`src/rtl/epv_pkg.sv`:
```
// constants and types shared by the exception priority and vectoring block
package epv_pkg;
    localparam int EPV_ADDR_W = 32;
    localparam int EPV_NUM_EV = 21;
    localparam logic [31:0] EPV_RESET_ADDR = 32'h0800_0000;
    localparam logic [31:0] EPV_OFS_UNRECOV = 32'h0000_0000;
    localparam logic [31:0] EPV_OFS_BUS_DATA = 32'h0000_0008;
    localparam logic [31:0] EPV_OFS_BUS_INSN = 32'h0000_000C;
    localparam logic [31:0] EPV_OFS_NMI = 32'h0000_0010;
    localparam logic [31:0] EPV_OFS_INSN_ADDR = 32'h0000_0014;
    localparam logic [31:0] EPV_OFS_BREAKPOINT = 32'h0000_001C;
    localparam logic [31:0] EPV_OFS_ILLEGAL = 32'h0000_0020;
    localparam logic [31:0] EPV_OFS_UNIMPL = 32'h0000_0024;
    localparam logic [31:0] EPV_OFS_PRIV = 32'h0000_0028;
    localparam logic [31:0] EPV_OFS_FPU = 32'h0000_002C;
    localparam logic [31:0] EPV_OFS_COPROC = 32'h0000_0030;
    localparam logic [31:0] EPV_OFS_SCALL = 32'h0000_0100;
    localparam logic [31:0] EPV_OFS_DADDR_RD = 32'h0000_0034;
    localparam logic [31:0] EPV_OFS_DADDR_WR = 32'h0000_0038;
    localparam logic [31:0] EPV_SCALL_RET_INC = 32'h0000_0002;
    localparam logic [4:0] EPV_PRI_NONE = 5'h00;
    localparam logic [4:0] EPV_PRI_RESET = 5'h01;
    localparam logic [4:0] EPV_PRI_DEBUG = 5'h02;
    localparam logic [4:0] EPV_PRI_UNRECOV = 5'h03;
    localparam logic [4:0] EPV_PRI_BUS_DATA = 5'h05;
    localparam logic [4:0] EPV_PRI_BUS_INSN = 5'h06;
    localparam logic [4:0] EPV_PRI_NMI = 5'h07;
    localparam logic [4:0] EPV_PRI_IRQ3 = 5'h08;
    localparam logic [4:0] EPV_PRI_IRQ0 = 5'h0B;
    localparam logic [4:0] EPV_PRI_INSN_ADDR = 5'h0C;
    localparam logic [4:0] EPV_PRI_BREAKPOINT = 5'h0F;
    localparam logic [4:0] EPV_PRI_ILLEGAL = 5'h10;
    localparam logic [4:0] EPV_PRI_UNIMPL = 5'h11;
    localparam logic [4:0] EPV_PRI_PRIV = 5'h12;
    localparam logic [4:0] EPV_PRI_COPROC = 5'h14;
    localparam logic [4:0] EPV_PRI_SCALL = 5'h15;
    localparam logic [4:0] EPV_PRI_DADDR_RD = 5'h16;
    localparam logic [4:0] EPV_PRI_DADDR_WR = 5'h17;
    typedef enum logic [2:0]
    {
        EPV_RET_UNDEF = 3'b001,
        EPV_RET_FIRST_NC = 3'b010,
        EPV_RET_OFFEND = 3'b100
    } epv_ret_t;
    typedef enum logic [1:0]
    {
        EPV_ST_IDLE = 2'b01,
        EPV_ST_TAKEN = 2'b10
    } epv_state_t;
endpackage

```
`src/rtl/epv_core.sv`:
```
// exception and interrupt priority resolver and handler vectoring
// Summary of operation
// - debug stop, priority 2, debug-supplied address
// - unrecoverable, priority 3, base+0x00, offender
// - data bus error, priority 5, base+0x08
// - fetch bus error, priority 6, base+0x0C
// - NMI, priority 7, base+0x10
// - IRQ3..0 at priorities 8..11, handler addresses taken from irq_addr_3..irq_addr_0
// - instruction address fault, priority 12, base+0x14
// - breakpoint, priority 15, base+0x1C
// - illegal opcode, priority 16, base+0x20
// - unimplemented, priority 17, base+0x24
// - privilege violation, priority 18, base+0x28
// - floating-point exception never raised
// - absent coprocessor never raised; coprocessor without unit raises unimplemented
// - supervisor call, priority 21, base+0x100, PC+2
// - data read fault, priority 22, base+0x34
// - data write fault, priority 23, base+0x38
// - reset first, fixed address, undefined return
// - listed unsupported instructions raise unimplemented
// - smallest priority number pending wins
`timescale 1ns/100ps
`default_nettype none
module epv_core
    import epv_pkg::*;
#(
    parameter int ADDR_W = epv_pkg::EPV_ADDR_W
)
(
    input wire logic clk_sys,
    input wire logic reset_n,
    input wire logic [ADDR_W-1:0] exception_vector_base,
    input wire logic [ADDR_W-1:0] pc_offending,
    input wire logic [ADDR_W-1:0] pc_first_nc,
    input wire logic ev_reset,
    input wire logic ev_debug_stop,
    input wire logic [ADDR_W-1:0] debug_handler_addr,
    input wire logic ev_unrecoverable,
    input wire logic ev_bus_err_data,
    input wire logic ev_bus_err_insn,
    input wire logic nmi_pin,
    input wire logic [3:0] irq_req,
    input wire logic [ADDR_W-1:0] irq_addr_3,
    input wire logic [ADDR_W-1:0] irq_addr_2,
    input wire logic [ADDR_W-1:0] irq_addr_1,
    input wire logic [ADDR_W-1:0] irq_addr_0,
    input wire logic ev_insn_addr,
    input wire logic ev_breakpoint,
    input wire logic ev_illegal,
    input wire logic is_simd,
    input wire logic is_coproc,
    input wire logic coproc_present,
    input wire logic is_java_op,
    input wire logic is_tlb_op,
    input wire logic is_cache_op,
    input wire logic ev_priv,
    input wire logic ev_scall,
    input wire logic ev_daddr_rd,
    input wire logic ev_daddr_wr,
    input wire logic take_ack,
    output logic take_ff,
    output logic [4:0] take_pri_ff,
    output logic [ADDR_W-1:0] handler_addr_ff,
    output logic [ADDR_W-1:0] return_addr_ff,
    output logic return_valid_ff
);
    import epv_pkg::*;

    // ******************************
    // pin synchronisers
    // ******************************
    logic nmi_s1_ff;
    logic nmi_s2_ff;
    logic [3:0] irq_s1_ff;
    logic [3:0] irq_s2_ff;
    logic nxt_nmi_s1;
    logic nxt_nmi_s2;
    logic [3:0] nxt_irq_s1;
    logic [3:0] nxt_irq_s2;

    always_comb
    begin
        nxt_nmi_s1 = nmi_pin;
        nxt_nmi_s2 = nmi_s1_ff;
        nxt_irq_s1 = irq_req;
        nxt_irq_s2 = irq_s1_ff;
    end

    always_ff @(posedge clk_sys or negedge reset_n)
    begin
        if (!reset_n)
        begin
            nmi_s1_ff <= 1'b0;
            nmi_s2_ff <= 1'b0;
            irq_s1_ff <= 4'h0;
            irq_s2_ff <= 4'h0;
        end
        else
        begin
            nmi_s1_ff <= nxt_nmi_s1;
            nmi_s2_ff <= nxt_nmi_s2;
            irq_s1_ff <= nxt_irq_s1;
            irq_s2_ff <= nxt_irq_s2;
        end
    end

    // ******************************
    // instruction class decode
    // ******************************
    logic ev_unimpl;

    epv_unimpl_decode u_unimpl
    (
        .is_simd(is_simd),
        .is_coproc(is_coproc),
        .coproc_present(coproc_present),
        .is_java_op(is_java_op),
        .is_tlb_op(is_tlb_op),
        .is_cache_op(is_cache_op),
        .unimpl(ev_unimpl)
    );

    // absent coprocessor never raised: ev_coproc is tied low
    logic ev_coproc;
    assign ev_coproc = 1'b0;
    // coprocessor instructions without a unit are counted as unimplemented above;
    // the absent-coprocessor slot is never reached, since ev_coproc is tied low
    logic ev_coproc_abs;
    assign ev_coproc_abs = is_coproc & coproc_present & ev_coproc;

    // ******************************
    // priority resolve
    // ******************************
    logic [4:0] win_pri;
    logic [ADDR_W-1:0] win_addr;
    epv_ret_t win_ret;
    logic win_plus2;

    function automatic logic [ADDR_W-1:0] vec(input logic [ADDR_W-1:0] base,
                                              input logic [31:0] ofs);
        vec = base + ofs[ADDR_W-1:0];
    endfunction

    always_comb
    begin
        win_pri = EPV_PRI_NONE;
        win_addr = '0;
        win_ret = EPV_RET_FIRST_NC;
        win_plus2 = 1'b0;
        // fixed chain: first true term wins; slots 4,13,14,19,24..28 absent
        if (ev_reset)
        begin
            win_pri = EPV_PRI_RESET;
            win_addr = EPV_RESET_ADDR[ADDR_W-1:0];
            win_ret = EPV_RET_UNDEF;
        end
        else if (ev_debug_stop)
        begin
            win_pri = EPV_PRI_DEBUG;
            win_addr = debug_handler_addr;
        end
        else if (ev_unrecoverable)
        begin
            win_pri = EPV_PRI_UNRECOV;
            win_addr = vec(exception_vector_base, EPV_OFS_UNRECOV);
            win_ret = EPV_RET_OFFEND;
        end
        else if (ev_bus_err_data)
        begin
            win_pri = EPV_PRI_BUS_DATA;
            win_addr = vec(exception_vector_base, EPV_OFS_BUS_DATA);
        end
        else if (ev_bus_err_insn)
        begin
            win_pri = EPV_PRI_BUS_INSN;
            win_addr = vec(exception_vector_base, EPV_OFS_BUS_INSN);
        end
        else if (nmi_s2_ff)
        begin
            win_pri = EPV_PRI_NMI;
            win_addr = vec(exception_vector_base, EPV_OFS_NMI);
        end
        else if (irq_s2_ff[3])
        begin
            win_pri = EPV_PRI_IRQ3;
            win_addr = irq_addr_3;
        end
        else if (irq_s2_ff[2])
        begin
            win_pri = EPV_PRI_IRQ3 + 5'h01;
            win_addr = irq_addr_2;
        end
        else if (irq_s2_ff[1])
        begin
            win_pri = EPV_PRI_IRQ3 + 5'h02;
            win_addr = irq_addr_1;
        end
        else if (irq_s2_ff[0])
        begin
            win_pri = EPV_PRI_IRQ0;
            win_addr = irq_addr_0;
        end
        else if (ev_insn_addr)
        begin
            win_pri = EPV_PRI_INSN_ADDR;
            win_addr = vec(exception_vector_base, EPV_OFS_INSN_ADDR);
            win_ret = EPV_RET_OFFEND;
        end
        else if (ev_breakpoint)
        begin
            win_pri = EPV_PRI_BREAKPOINT;
            win_addr = vec(exception_vector_base, EPV_OFS_BREAKPOINT);
        end
        else if (ev_illegal)
        begin
            win_pri = EPV_PRI_ILLEGAL;
            win_addr = vec(exception_vector_base, EPV_OFS_ILLEGAL);
            win_ret = EPV_RET_OFFEND;
        end
        else if (ev_unimpl)
        begin
            win_pri = EPV_PRI_UNIMPL;
            win_addr = vec(exception_vector_base, EPV_OFS_UNIMPL);
            win_ret = EPV_RET_OFFEND;
        end
        else if (ev_priv)
        begin
            win_pri = EPV_PRI_PRIV;
            win_addr = vec(exception_vector_base, EPV_OFS_PRIV);
            win_ret = EPV_RET_OFFEND;
        end
        else if (ev_coproc_abs)
        begin
            win_pri = EPV_PRI_COPROC;
            win_addr = vec(exception_vector_base, EPV_OFS_COPROC);
            win_ret = EPV_RET_OFFEND;
        end
        else if (ev_scall)
        begin
            win_pri = EPV_PRI_SCALL;
            win_addr = vec(exception_vector_base, EPV_OFS_SCALL);
            win_ret = EPV_RET_OFFEND;
            win_plus2 = 1'b1;
        end
        else if (ev_daddr_rd)
        begin
            win_pri = EPV_PRI_DADDR_RD;
            win_addr = vec(exception_vector_base, EPV_OFS_DADDR_RD);
            win_ret = EPV_RET_OFFEND;
        end
        else if (ev_daddr_wr)
        begin
            win_pri = EPV_PRI_DADDR_WR;
            win_addr = vec(exception_vector_base, EPV_OFS_DADDR_WR);
            win_ret = EPV_RET_OFFEND;
        end
    end

    // ******************************
    // take handshake
    // ******************************
    epv_state_t state_ff;
    epv_state_t nxt_state;
    logic nxt_take;
    logic [4:0] nxt_take_pri;
    logic [ADDR_W-1:0] nxt_handler_addr;
    logic [ADDR_W-1:0] nxt_return_addr;
    logic nxt_return_valid;

    always_comb
    begin
        nxt_state = state_ff;
        nxt_take = take_ff;
        nxt_take_pri = take_pri_ff;
        nxt_handler_addr = handler_addr_ff;
        nxt_return_addr = return_addr_ff;
        nxt_return_valid = return_valid_ff;
        unique case (state_ff)
            EPV_ST_IDLE:
            begin
                if (win_pri != EPV_PRI_NONE)
                begin
                    nxt_state = EPV_ST_TAKEN;
                    nxt_take = 1'b1;
                    nxt_take_pri = win_pri;
                    nxt_handler_addr = win_addr;
                    nxt_return_valid = (win_ret != EPV_RET_UNDEF);
                    if (win_ret == EPV_RET_OFFEND)
                    begin
                        nxt_return_addr = win_plus2 ? (pc_offending
                            + EPV_SCALL_RET_INC[ADDR_W-1:0]) : pc_offending;
                    end
                    else if (win_ret == EPV_RET_FIRST_NC)
                    begin
                        nxt_return_addr = pc_first_nc;
                    end
                    else
                    begin
                        nxt_return_addr = '0;
                    end
                end
            end
            EPV_ST_TAKEN:
            begin
                if (take_ack)
                begin
                    nxt_state = EPV_ST_IDLE;
                    nxt_take = 1'b0;
                end
            end
            default:
            begin
                nxt_state = EPV_ST_IDLE;
                nxt_take = 1'b0;
            end
        endcase
    end

    always_ff @(posedge clk_sys or negedge reset_n)
    begin
        if (!reset_n)
        begin
            state_ff <= EPV_ST_IDLE;
            take_ff <= 1'b0;
            take_pri_ff <= EPV_PRI_NONE;
            handler_addr_ff <= '0;
            return_addr_ff <= '0;
            return_valid_ff <= 1'b0;
        end
        else
        begin
            state_ff <= nxt_state;
            take_ff <= nxt_take;
            take_pri_ff <= nxt_take_pri;
            handler_addr_ff <= nxt_handler_addr;
            return_addr_ff <= nxt_return_addr;
            return_valid_ff <= nxt_return_valid;
        end
    end

    // ******************************
    // checks
    // ******************************
    chk_reset_vector: assert property (@(posedge clk_sys) disable iff (!reset_n)
        (state_ff == EPV_ST_IDLE && ev_reset) |=> (take_pri_ff == EPV_PRI_RESET
        && handler_addr_ff == EPV_RESET_ADDR[ADDR_W-1:0] && !return_valid_ff))
        else $error("reset not vectored to fixed address");
    chk_debug_addr: assert property (@(posedge clk_sys) disable iff (!reset_n)
        (state_ff == EPV_ST_IDLE && !ev_reset && ev_debug_stop)
        |=> (take_pri_ff == EPV_PRI_DEBUG && handler_addr_ff == $past(debug_handler_addr)
        && return_addr_ff == $past(pc_first_nc)))
        else $error("debug stop vector or return wrong");
    chk_unrecov_vec: assert property (@(posedge clk_sys) disable iff (!reset_n)
        (state_ff == EPV_ST_IDLE && !ev_reset && !ev_debug_stop && ev_unrecoverable)
        |=> (handler_addr_ff == $past(exception_vector_base)
        && return_addr_ff == $past(pc_offending)))
        else $error("unrecoverable vector wrong");
    chk_scall_ret: assert property (@(posedge clk_sys) disable iff (!reset_n)
        (take_pri_ff == EPV_PRI_SCALL && $rose(take_ff))
        |-> (return_addr_ff == $past(pc_offending) + 32'h2))
        else $error("supervisor call return not plus two");
    chk_nmi_sync: assert property (@(posedge clk_sys) disable iff (!reset_n)
        (state_ff == EPV_ST_IDLE && nmi_s2_ff && win_pri == EPV_PRI_NMI)
        |=> (handler_addr_ff == $past(exception_vector_base) + 32'h10))
        else $error("nmi vector wrong");
    chk_irq_order: assert property (@(posedge clk_sys) disable iff (!reset_n)
        (win_pri >= EPV_PRI_IRQ3 && win_pri <= EPV_PRI_IRQ0)
        |-> (win_pri == EPV_PRI_IRQ0 - 5'(irq_s2_ff[3] ? 3 : irq_s2_ff[2] ? 2
        : irq_s2_ff[1] ? 1 : 0)))
        else $error("interrupt level order wrong");
    chk_no_reserved: assert property (@(posedge clk_sys) disable iff (!reset_n)
        take_ff |-> !(take_pri_ff inside {5'h04, 5'h0D, 5'h0E, 5'h13,
        [5'h18:5'h1C]}))
        else $error("reserved slot raised");
    chk_take_hold: assert property (@(posedge clk_sys) disable iff (!reset_n)
        (take_ff && !take_ack) |=> (take_ff && $stable(take_pri_ff)
        && $stable(handler_addr_ff)))
        else $error("taken event changed before acknowledge");
    chk_unimpl_vec: assert property (@(posedge clk_sys) disable iff (!reset_n)
        (state_ff == EPV_ST_IDLE && win_pri == EPV_PRI_UNIMPL)
        |=> (handler_addr_ff == $past(exception_vector_base) + 32'h24))
        else $error("unimplemented vector wrong");
endmodule
`default_nettype wire

```
`src/rtl/epv_unimpl_decode.sv`:
```
// decoder flagging instruction classes that raise the unimplemented exception
`timescale 1ns/100ps
`default_nettype none
module epv_unimpl_decode
(
    input wire logic is_simd,
    input wire logic is_coproc,
    input wire logic coproc_present,
    input wire logic is_java_op,
    input wire logic is_tlb_op,
    input wire logic is_cache_op,
    output logic unimpl
);
    always_comb
    begin
        // SIMD, coprocessor without unit, java/tlb/cache classes
        unimpl = is_simd | (is_coproc & ~coproc_present) | is_java_op | is_tlb_op
            | is_cache_op;
    end
endmodule
`default_nettype wire

```
`config.mk`:
```
export PLATFORM = sky130hd
export DESIGN_NAME = epv_core
export DESIGN_NICKNAME = d
export VERILOG_FILES = /design/src/rtl/epv_pkg.sv /design/src/rtl/epv_core.sv /design/src/rtl/epv_unimpl_decode.sv
export SDC_FILE = /design/constraint.sdc
export NUM_CORES = 1
export LEC_CHECK = 0
export BUFFER_PORTS_ARGS = -buffer_cell sky130_fd_sc_hd__buf_2
export CAP_MARGIN = 10
export CORE_MARGIN = 4
export CORE_UTILIZATION = 45
export DETAILED_ROUTE_END_ITERATION = 7
export MAX_ROUTING_LAYER = met4
export PLACE_DENSITY = 0.78
export SYNTH_ARGS = -nofsm -noshare
export SYNTH_HDL_FRONTEND = slang
export SYNTH_SLANG_ARGS = --single-unit
```
`constraint.sdc`:
```
create_clock -name clk_sys -period 5.5 [get_ports clk_sys]
set_clock_uncertainty 0.2 [all_clocks]
set_input_delay 1.1 -clock clk_sys [delete_from_list [all_inputs] [get_ports clk_sys]]
set_output_delay 1.1 -clock clk_sys [all_outputs]
set_load 0.01 [all_outputs]
```
==> key figures, run 1 <==
Critical path
  • Critical path's largest stage delay: 1110 ps
  • CP max-delay cell: o21ai_0
  • CP Max Fanout: 30
  • Startpoint types: input port
  • Crit end category: flop
  • CP arrival: 4920 ps
  • Cell Chain, Critical Path: buf_2 > nor2_1 > o21ai_0 > a2111oi_1 > o31a_1 > o221ai_2 > buf_4 > nor2_1 > a21oi_1 > o21a_1
  • Required time of the critical path: 5590 ps
  • Most used cell, CP: nor2_1
  • Critical path class: input port to flop
  • Worst path bufs/invs: 2
  • CP top delay family: compound AO/OA/AOI/OAI gates

Timing
  • Worst-Margin Slew: 1335 ps
  • Max Slew Vio Count: 0
  • Hold Violations, Final: 0
  • Fin Setup TNS: 0 ps
  • Maximum clock rate: 207.0 MHz
  • Final-report setup violation count: 0
  • Worst hold slack: 148.0 ps
  • Crit share post-route: 0.8784
  • Crit path time final: 4831 ps
  • Max_slew headroom: 0.1008
  • RSZ-0062 raised after global routing: no

CTS
  • CTS H-tree lvls: 3
  • Root Buffer: clkbuf_16
  • CTS Buf Count: 9
  • CTS tree: done
  • Worst-path clk slew: 70 ps
  • # Post-CTS Setup Buffers: 0
  • CTS resizes: 0
  • CTS Hold Bufs: 0
  • Clock Path Buffers: 2
  • Sink Count: 82
  • Clk_lat worst skew: 350 ps

Detailed routing
  • Vias per inst: 7.407
  • DRT antenna net count: 0
  • Via count: 19300
  • Routed WL: approximately 85000 um
  • Router iterations before antenna repair: 7
  • DR iter-0 viols: 3420
  • Wire per inst: roughly 32 um
  • Residual DRC: 0

Synthesis
  • Synth top area cells: dfrtp_1, xnor2_1, a21oi_1
  • Count leader, synth: nor2_1
  • Synthesized flop and latch total: 82
  • Post-synth top area share: 0.1529
  • Top post-synthesis cells by count: nor2_1, nand2_1, a21oi_1, xnor2_1, clkbuf_1
  • Post-Syn Instances: 1940
  • EDFF count, synth: 0
  • Netlist cell types: 82
  • Top FF cell, synth: dfrtp_1
  • Mapped Avg Cell Area: approximately 6.8 um2
  • Yosys warning count: 0
  • Cell taking the most area after synthesis: dfrtp_1
  • Mapped Nets: 2239
  • Async set or reset register ratio after synthesis: 1.000
  • Mapped cell area: 13260 um2
  • Sequential element share of the synthesized area: 0.1549

Floorplan
  • Die Span X: roughly 180 um
  • Ports: 353
  • Site row count: between 60 and 70
  • Core ar.: about 29000 um2
  • Starting Density: 0.4594
  • Die height: 179.6 um
  • Die area: 32270 um2

Power
  • Power per standard cell area: 238.0 nW/um2
  • Total power: 3.789 mW
  • Maximum VDD drop: 216.8 uV
  • Pleak: 6.121 nW

Outcome
  • Outcome: completed

Global route
  • Total GRT Usage: 0.5042
  • First-pass GRT wire length: 120800 um
  • Vias in the first global route: 18190
  • Remaining global-route overflow: 0
  • Initial antenna violation count: 3
  • Largest net degree at the start of global routing: 64

Final layout
  • Layout cells sized above 1: 0.2330
  • Post-route cell area: 15920 um2
  • Fillers: 2929
  • Layout area overhead: 20.07%
  • NumNets Final: 2514

Min path
  • HP Class: flop to flop

Placed design
  • Cell Area, Placed: between 15000 and 20000 um2
  • Routability Congestion: 1.129
  • DP HPWL: 63470 um
  • IO buf count: approximately 350

Job
  • Max-Cap Viols: 0
stage by stage:
stage	std cells	utilization	worst slack, ps
floorplan	1940	-	1369
global placement	2588	0.5397	841.5
detailed placement	2588	0.5397	753.3
CTS	2603	0.5514	1123
global route	2606	0.5516	674.8
finish	2606	0.5516	668.7
cell type report:
cell class                 instances  area (um2)  area share
antenna                            3       7.507   0.0004716
clock buffer                       9       225.2     0.01415
clock inverter                     6       112.6    0.007074
inverter                          46       172.7     0.01085
multi-input combinational       1620       10300      0.6469
sequential                        82        2053      0.1290
tap                              384       480.5     0.03018
timing repair buffer             456        2570      0.1614
flip-flops by register name, summed over array words and instances, names as in the netlist:
name             flops
handler_addr_ff     32
return_addr_ff      32
take_pri_ff          5
irq_s1_ff            4
irq_s2_ff            4
nmi_s1_ff            1
nmi_s2_ff            1
return_valid_ff      1
state_ff             1
take_ff              1
final timing paths:
kind / to / startpoint / cells past startpoint / slack, ps
setup reg to reg: handler_addr_ff[28] / nmi_s2_ff / 9 / 1560
setup / recovery: handler_addr_ff[29] / ev_daddr_rd / 10 / 670
hold / removal: irq_s2_ff[1] / irq_s1_ff[1] / 0 / 150
min in group asynchronous: handler_addr_ff[1] / reset_n / 1 / 470
hold reg to reg: irq_s2_ff[1] / irq_s1_ff[1] / 0 / 150
max in group asynchronous: handler_addr_ff[29] / reset_n / 2 / 3500
placed cells by master (no fill, tap or decap), types with 10 or more instances in the layout:
master     count
a21o_1        11
nand2_1      185
nor3_1        79
o22ai_1       30
ha_1          17
clkinv_1      12
xnor2_1      157
a2111oi_0     13
o31ai_1       18
nand4_1       35
buf_2        351
and3_1        14
a211o_1       10
a221oi_1      49
o211ai_1      23
a31oi_1       25
a21oi_1      163
a22o_1        33
xor2_1        41
o221ai_1      18
and4_1        18
buf_4        103
inv_1         31
o311ai_0      11
a211oi_1      37
dfrtp_1       81
nor2_1       186
nand3_1       79
a221o_1       25
or3_1         14
a22oi_1       13
nor4_1        30
o21a_1        13
o21ai_0      124
nand2b_1      21
power breakdown:
group / switching [mW] / internal [mW] / leakage, nW
clock: 0.296 / 0.445 / 0.166
sequential: 0.164 / 0.822 / 1.04
combinational: 1.30 / 0.764 / 4.92
metal layers:
metal / GRT usage / share of wire / vias up
met4: 0.3441 / 0.10 / 0
met3: 0.1732 / 0.16 / 623
met5: - / 0 / -
li1: - / - / 7832
met1: 0.6028 / 0.34 / 8949
met2: 0.7112 / 0.40 / 1898
logic make-up (layout without fill, tap and decap cells):
logic type / count (synthesis) / after routing / synth area share
AOI/OAI and AO/OA: 690 / 690 / 0.3600
xor gates and xnor gates: 198 / 198 / 0.1308
adders and majority gates: 17 / 17 / 0.01604
buffers and inverters: 238 / 517 / 0.07172
DFF: 82 / 82 / 0.1549
muxes: 12 / 12 / 0.009343
other: 0 / 3 / 0
and+or+nand+nor: 703 / 703 / 0.2572
No activity file was read; power rests on OpenSTA's default activity.
==> inputs of run 2 (changes only) <==
==> constraint.sdc (replaced) <==
create_clock -name clk_sys -period 5.5 [get_ports clk_sys]
set_clock_uncertainty 0.2 [all_clocks]
set_input_delay 0.825 -clock clk_sys [delete_from_list [all_inputs] [get_ports clk_sys]]
set_output_delay 0.825 -clock clk_sys [all_outputs]
set_load 0.01 [all_outputs]
==> run 2 against run 1 <==
  * Wire length fell by 1.4%
  * Largest cell class unchanged
  * Combinational power fell by 4%
  * Critical path type unchanged
  * Sequential power fell by 2%
  * Critical path depth fell by 1
  * Hold slack improved by 5.0 ps
  * Via count fell by 1.4%
  * Global-route usage fell by 1.3 points
  * Clock power fell by 17%
==> key figures, run 2 (synthesis results as in run 1) <==
Outcome
  • Outcome: completed

CTS
  • # Post-CTS Setup Buffers: 0 (unchanged)
  • Root Buffer: clkbuf_16
  • CTS tree: done
  • CTS Hold Bufs: 0 (unchanged)
  • CTS H-tree lvls: 3 (unchanged)
  • Worst-path clk slew: 70 ps (about the same)
  • CTS Buf Count: 9 (unchanged)
  • CTS resizes: 0 (unchanged)
  • Clock Path Buffers: 2 (unchanged)
  • Clk_lat worst skew: 360 ps (about the same)
  • Sink Count: 82 (unchanged)

Power
  • Comb power frac: 0.555 (+0.011)
  • Power per standard cell area: 227.9 nW/um2 (-4.2%)
  • Clock power frac: 0.173 (-0.023)
  • Total power: 3.563 mW (-6.0%)
  • Pleak: 5.942 nW (-2.9%)
  • Reg power frac: 0.272 (+0.012)
  • Maximum VDD drop: 312.4 uV (+44%)
  • Sw frac: 0.4822 (+0.01805)
  • P_sw: 1.718 mW (-2.3%)
  • Internal power: 1.845 mW (-9.1%)

Critical path
  • WP depth: 9 (-1)
  • Worst path bufs/invs: 2 (unchanged)
  • Cell Chain, Critical Path: buf_2 > or2_2 > nor3_1 > nand2_1 > nor4_1 > o221a_4 > buf_12 > nor4_1 > a221o_1
  • Critical path class: input port to flop
  • CP Max Fanout: 85 (+180%)
  • Crit end category: flop
  • Startpoint types: input port
  • Worst R2R End: handler_addr_ff[20]
  • R2R Setup Slk: 1660 ps (+100 ps)
  • R2r startpoint: irq_s2_ff[3]
  • Required time of the critical path: 5550 ps (-40 ps)
  • CP max-delay cell: nor3_1
  • Worst Setup SP: ev_priv
  • Crit path to: handler_addr_ff[28]
  • R2R depth: 9 (unchanged)
  • Critical path's largest stage delay: 1080 ps (-30 ps)
  • CP top delay family: simple AND/OR/NAND/NOR gates
  • Most used cell, CP: nor4_1
  • CP arrival: 4870 ps (-50 ps)

Final layout
  • Most frequent cells in the layout: buf_2, nor2_1, nand2_1
  • Layout cells sized above 1: 0.2217 (-0.01132)
  • Post-route cell area: 15630 um2 (-1.8%)
  • NumNets Final: 2482 (-1.3%)
  • Most common cell after layout, fill and taps aside: buf_2
  • Largest regs: handler_addr_ff (32), return_addr_ff (32), take_pri_ff (5)
  • Layout area overhead: 17.92%

Detailed routing
  • Routed WL: 83490 um (-1.4%)
  • Vias per inst: 7.390 (-0.22%)
  • Metal-1 WL: 28510 um (-1.5%)
  • Max Used Layer: met4
  • Wire per inst: 32.41 um (-0.23%)
  • Via count: 19040 (-1.4%)
  • Router iterations before antenna repair: 7 (unchanged)
  • Residual DRC: 0 (unchanged)
  • DRT antenna net count: 0 (unchanged)
  • Routed length on met3: 12890 um (-2.5%)
  • Metal2 WL: 34340 um (+1.0%)
  • DR iter-0 viols: 3492 (+2.1%)

Floorplan
  • Site row count: 62 (unchanged)
  • Die area: 32270 um2 (unchanged)
  • Core ar.: 28860 um2 (unchanged)
  • Starting Density: 0.4594 (unchanged)
  • Die Span X: 179.6 um (unchanged)
  • Die height: 179.6 um (unchanged)
  • Ports: 353 (unchanged)

Global route
  • Initial antenna violation count: 2 (-1)
  • Largest net degree at the start of global routing: 86 (+34%)
  • Total GRT Usage: 0.4915 (-0.01266)
  • Remaining global-route overflow: 0 (unchanged)
  • Vias in the first global route: 17670 (-2.9%)
  • First-pass GRT wire length: 118100 um (-2.2%)

Timing
  • RSZ-0062 raised after global routing: no
  • Max_slew headroom: 0.09681 (-0.004032)
  • Hold Violations, Final: 0 (unchanged)
  • Setup ws final: 676.5 ps (+7.817 ps)
  • Worst-Margin Slew: 1344 ps (+9.809 ps)
  • Crit path time final: 4823 ps (-7.817 ps)
  • Crit share post-route: 0.8770 (-0.001421)
  • Maximum clock rate: 207.3 MHz (+0.16%)
  • Final-report setup violation count: 0 (unchanged)
  • Fin Setup TNS: 0 ps (unchanged)
  • Max Slew Vio Count: 0 (unchanged)

Min path
  • HP Class: flop to flop
  • Hold Startpoint: nmi_s1_ff

Placed design
  • Dpl ws: 549.0 ps (-204.3 ps)
  • IO buf count: 352 (unchanged)
  • Routability Congestion: 1.127 (-0.24%)
  • Cell Area, Placed: 15340 um2 (-1.5%)
  • DP HPWL: 61160 um (-3.6%)

Job
  • Max-Cap Viols: 0 (unchanged)
## run 2: cell count changes in the layout (fill, tap and decap cells not counted), sizes merged
cell / change
bufinv: -3
clkinvlp: +1
inv: +2
clkinv: +1
diode: +1
buf: -32
## run 2: worst register-to-register path, delay by kind of cell, from the launching register on
family,cells,cell delay [ps]
compound gates,7,1530
flops,1,940
buf+inv,2,1040
## run 2: routing by layer
metal,up-vias,track usage
met5,-,-
met4,0,0.3170
met3,555,0.1564
met2,1909,0.7085
met1,8790,0.5904
li1,7783,-
## run 2: cell type report
type	count	area (um2)
diodes	4	10.01
inverters	46	172.7
flip-flops and latches	82	2053
clock buffers	9	225.2
multi-input cells	1620	10290
clock inverters	7	58.81
repair buffers	424	2342
well taps	384	480.5
fillers	2958	13220
## run 2: worst min-delay path by stage
stage / endpoint / slack [ps] / cells after the start
after floorplan: irq_s2_ff[0] / 130 / 0
after global placement: nmi_s2_ff / 130 / 0
after detailed placement: nmi_s2_ff / 140 / 0
after CTS: nmi_s2_ff / 150 / 0
after global routing: irq_s2_ff[2] / 160 / 0
final: nmi_s2_ff / 150 / 0
## run 2: power by group through the flow
stage | clock network, mW | registers, mW | logic (mW)
2_1_floorplan | 0 | 1.03 | 1.01
3_3_place_gp | 0 | 0.961 | 1.87
3_5_place_dp | 0 | 0.966 | 1.89
4_1_cts | 0.609 | 0.958 | 1.90
5_1_grt | 0.642 | 0.984 | 2.06
6_report | 0.617 | 0.968 | 1.98
## run 2: per-stage QoR
stage,hold WS [ps],util,std cells
finish,153.0,0.5418,2576
global route,161.1,0.5416,2574
CTS,153.5,0.5414,2572
detailed placement,137.2,0.5316,2556
global placement,131.4,0.5316,2556
floorplan,131.2,-,1940
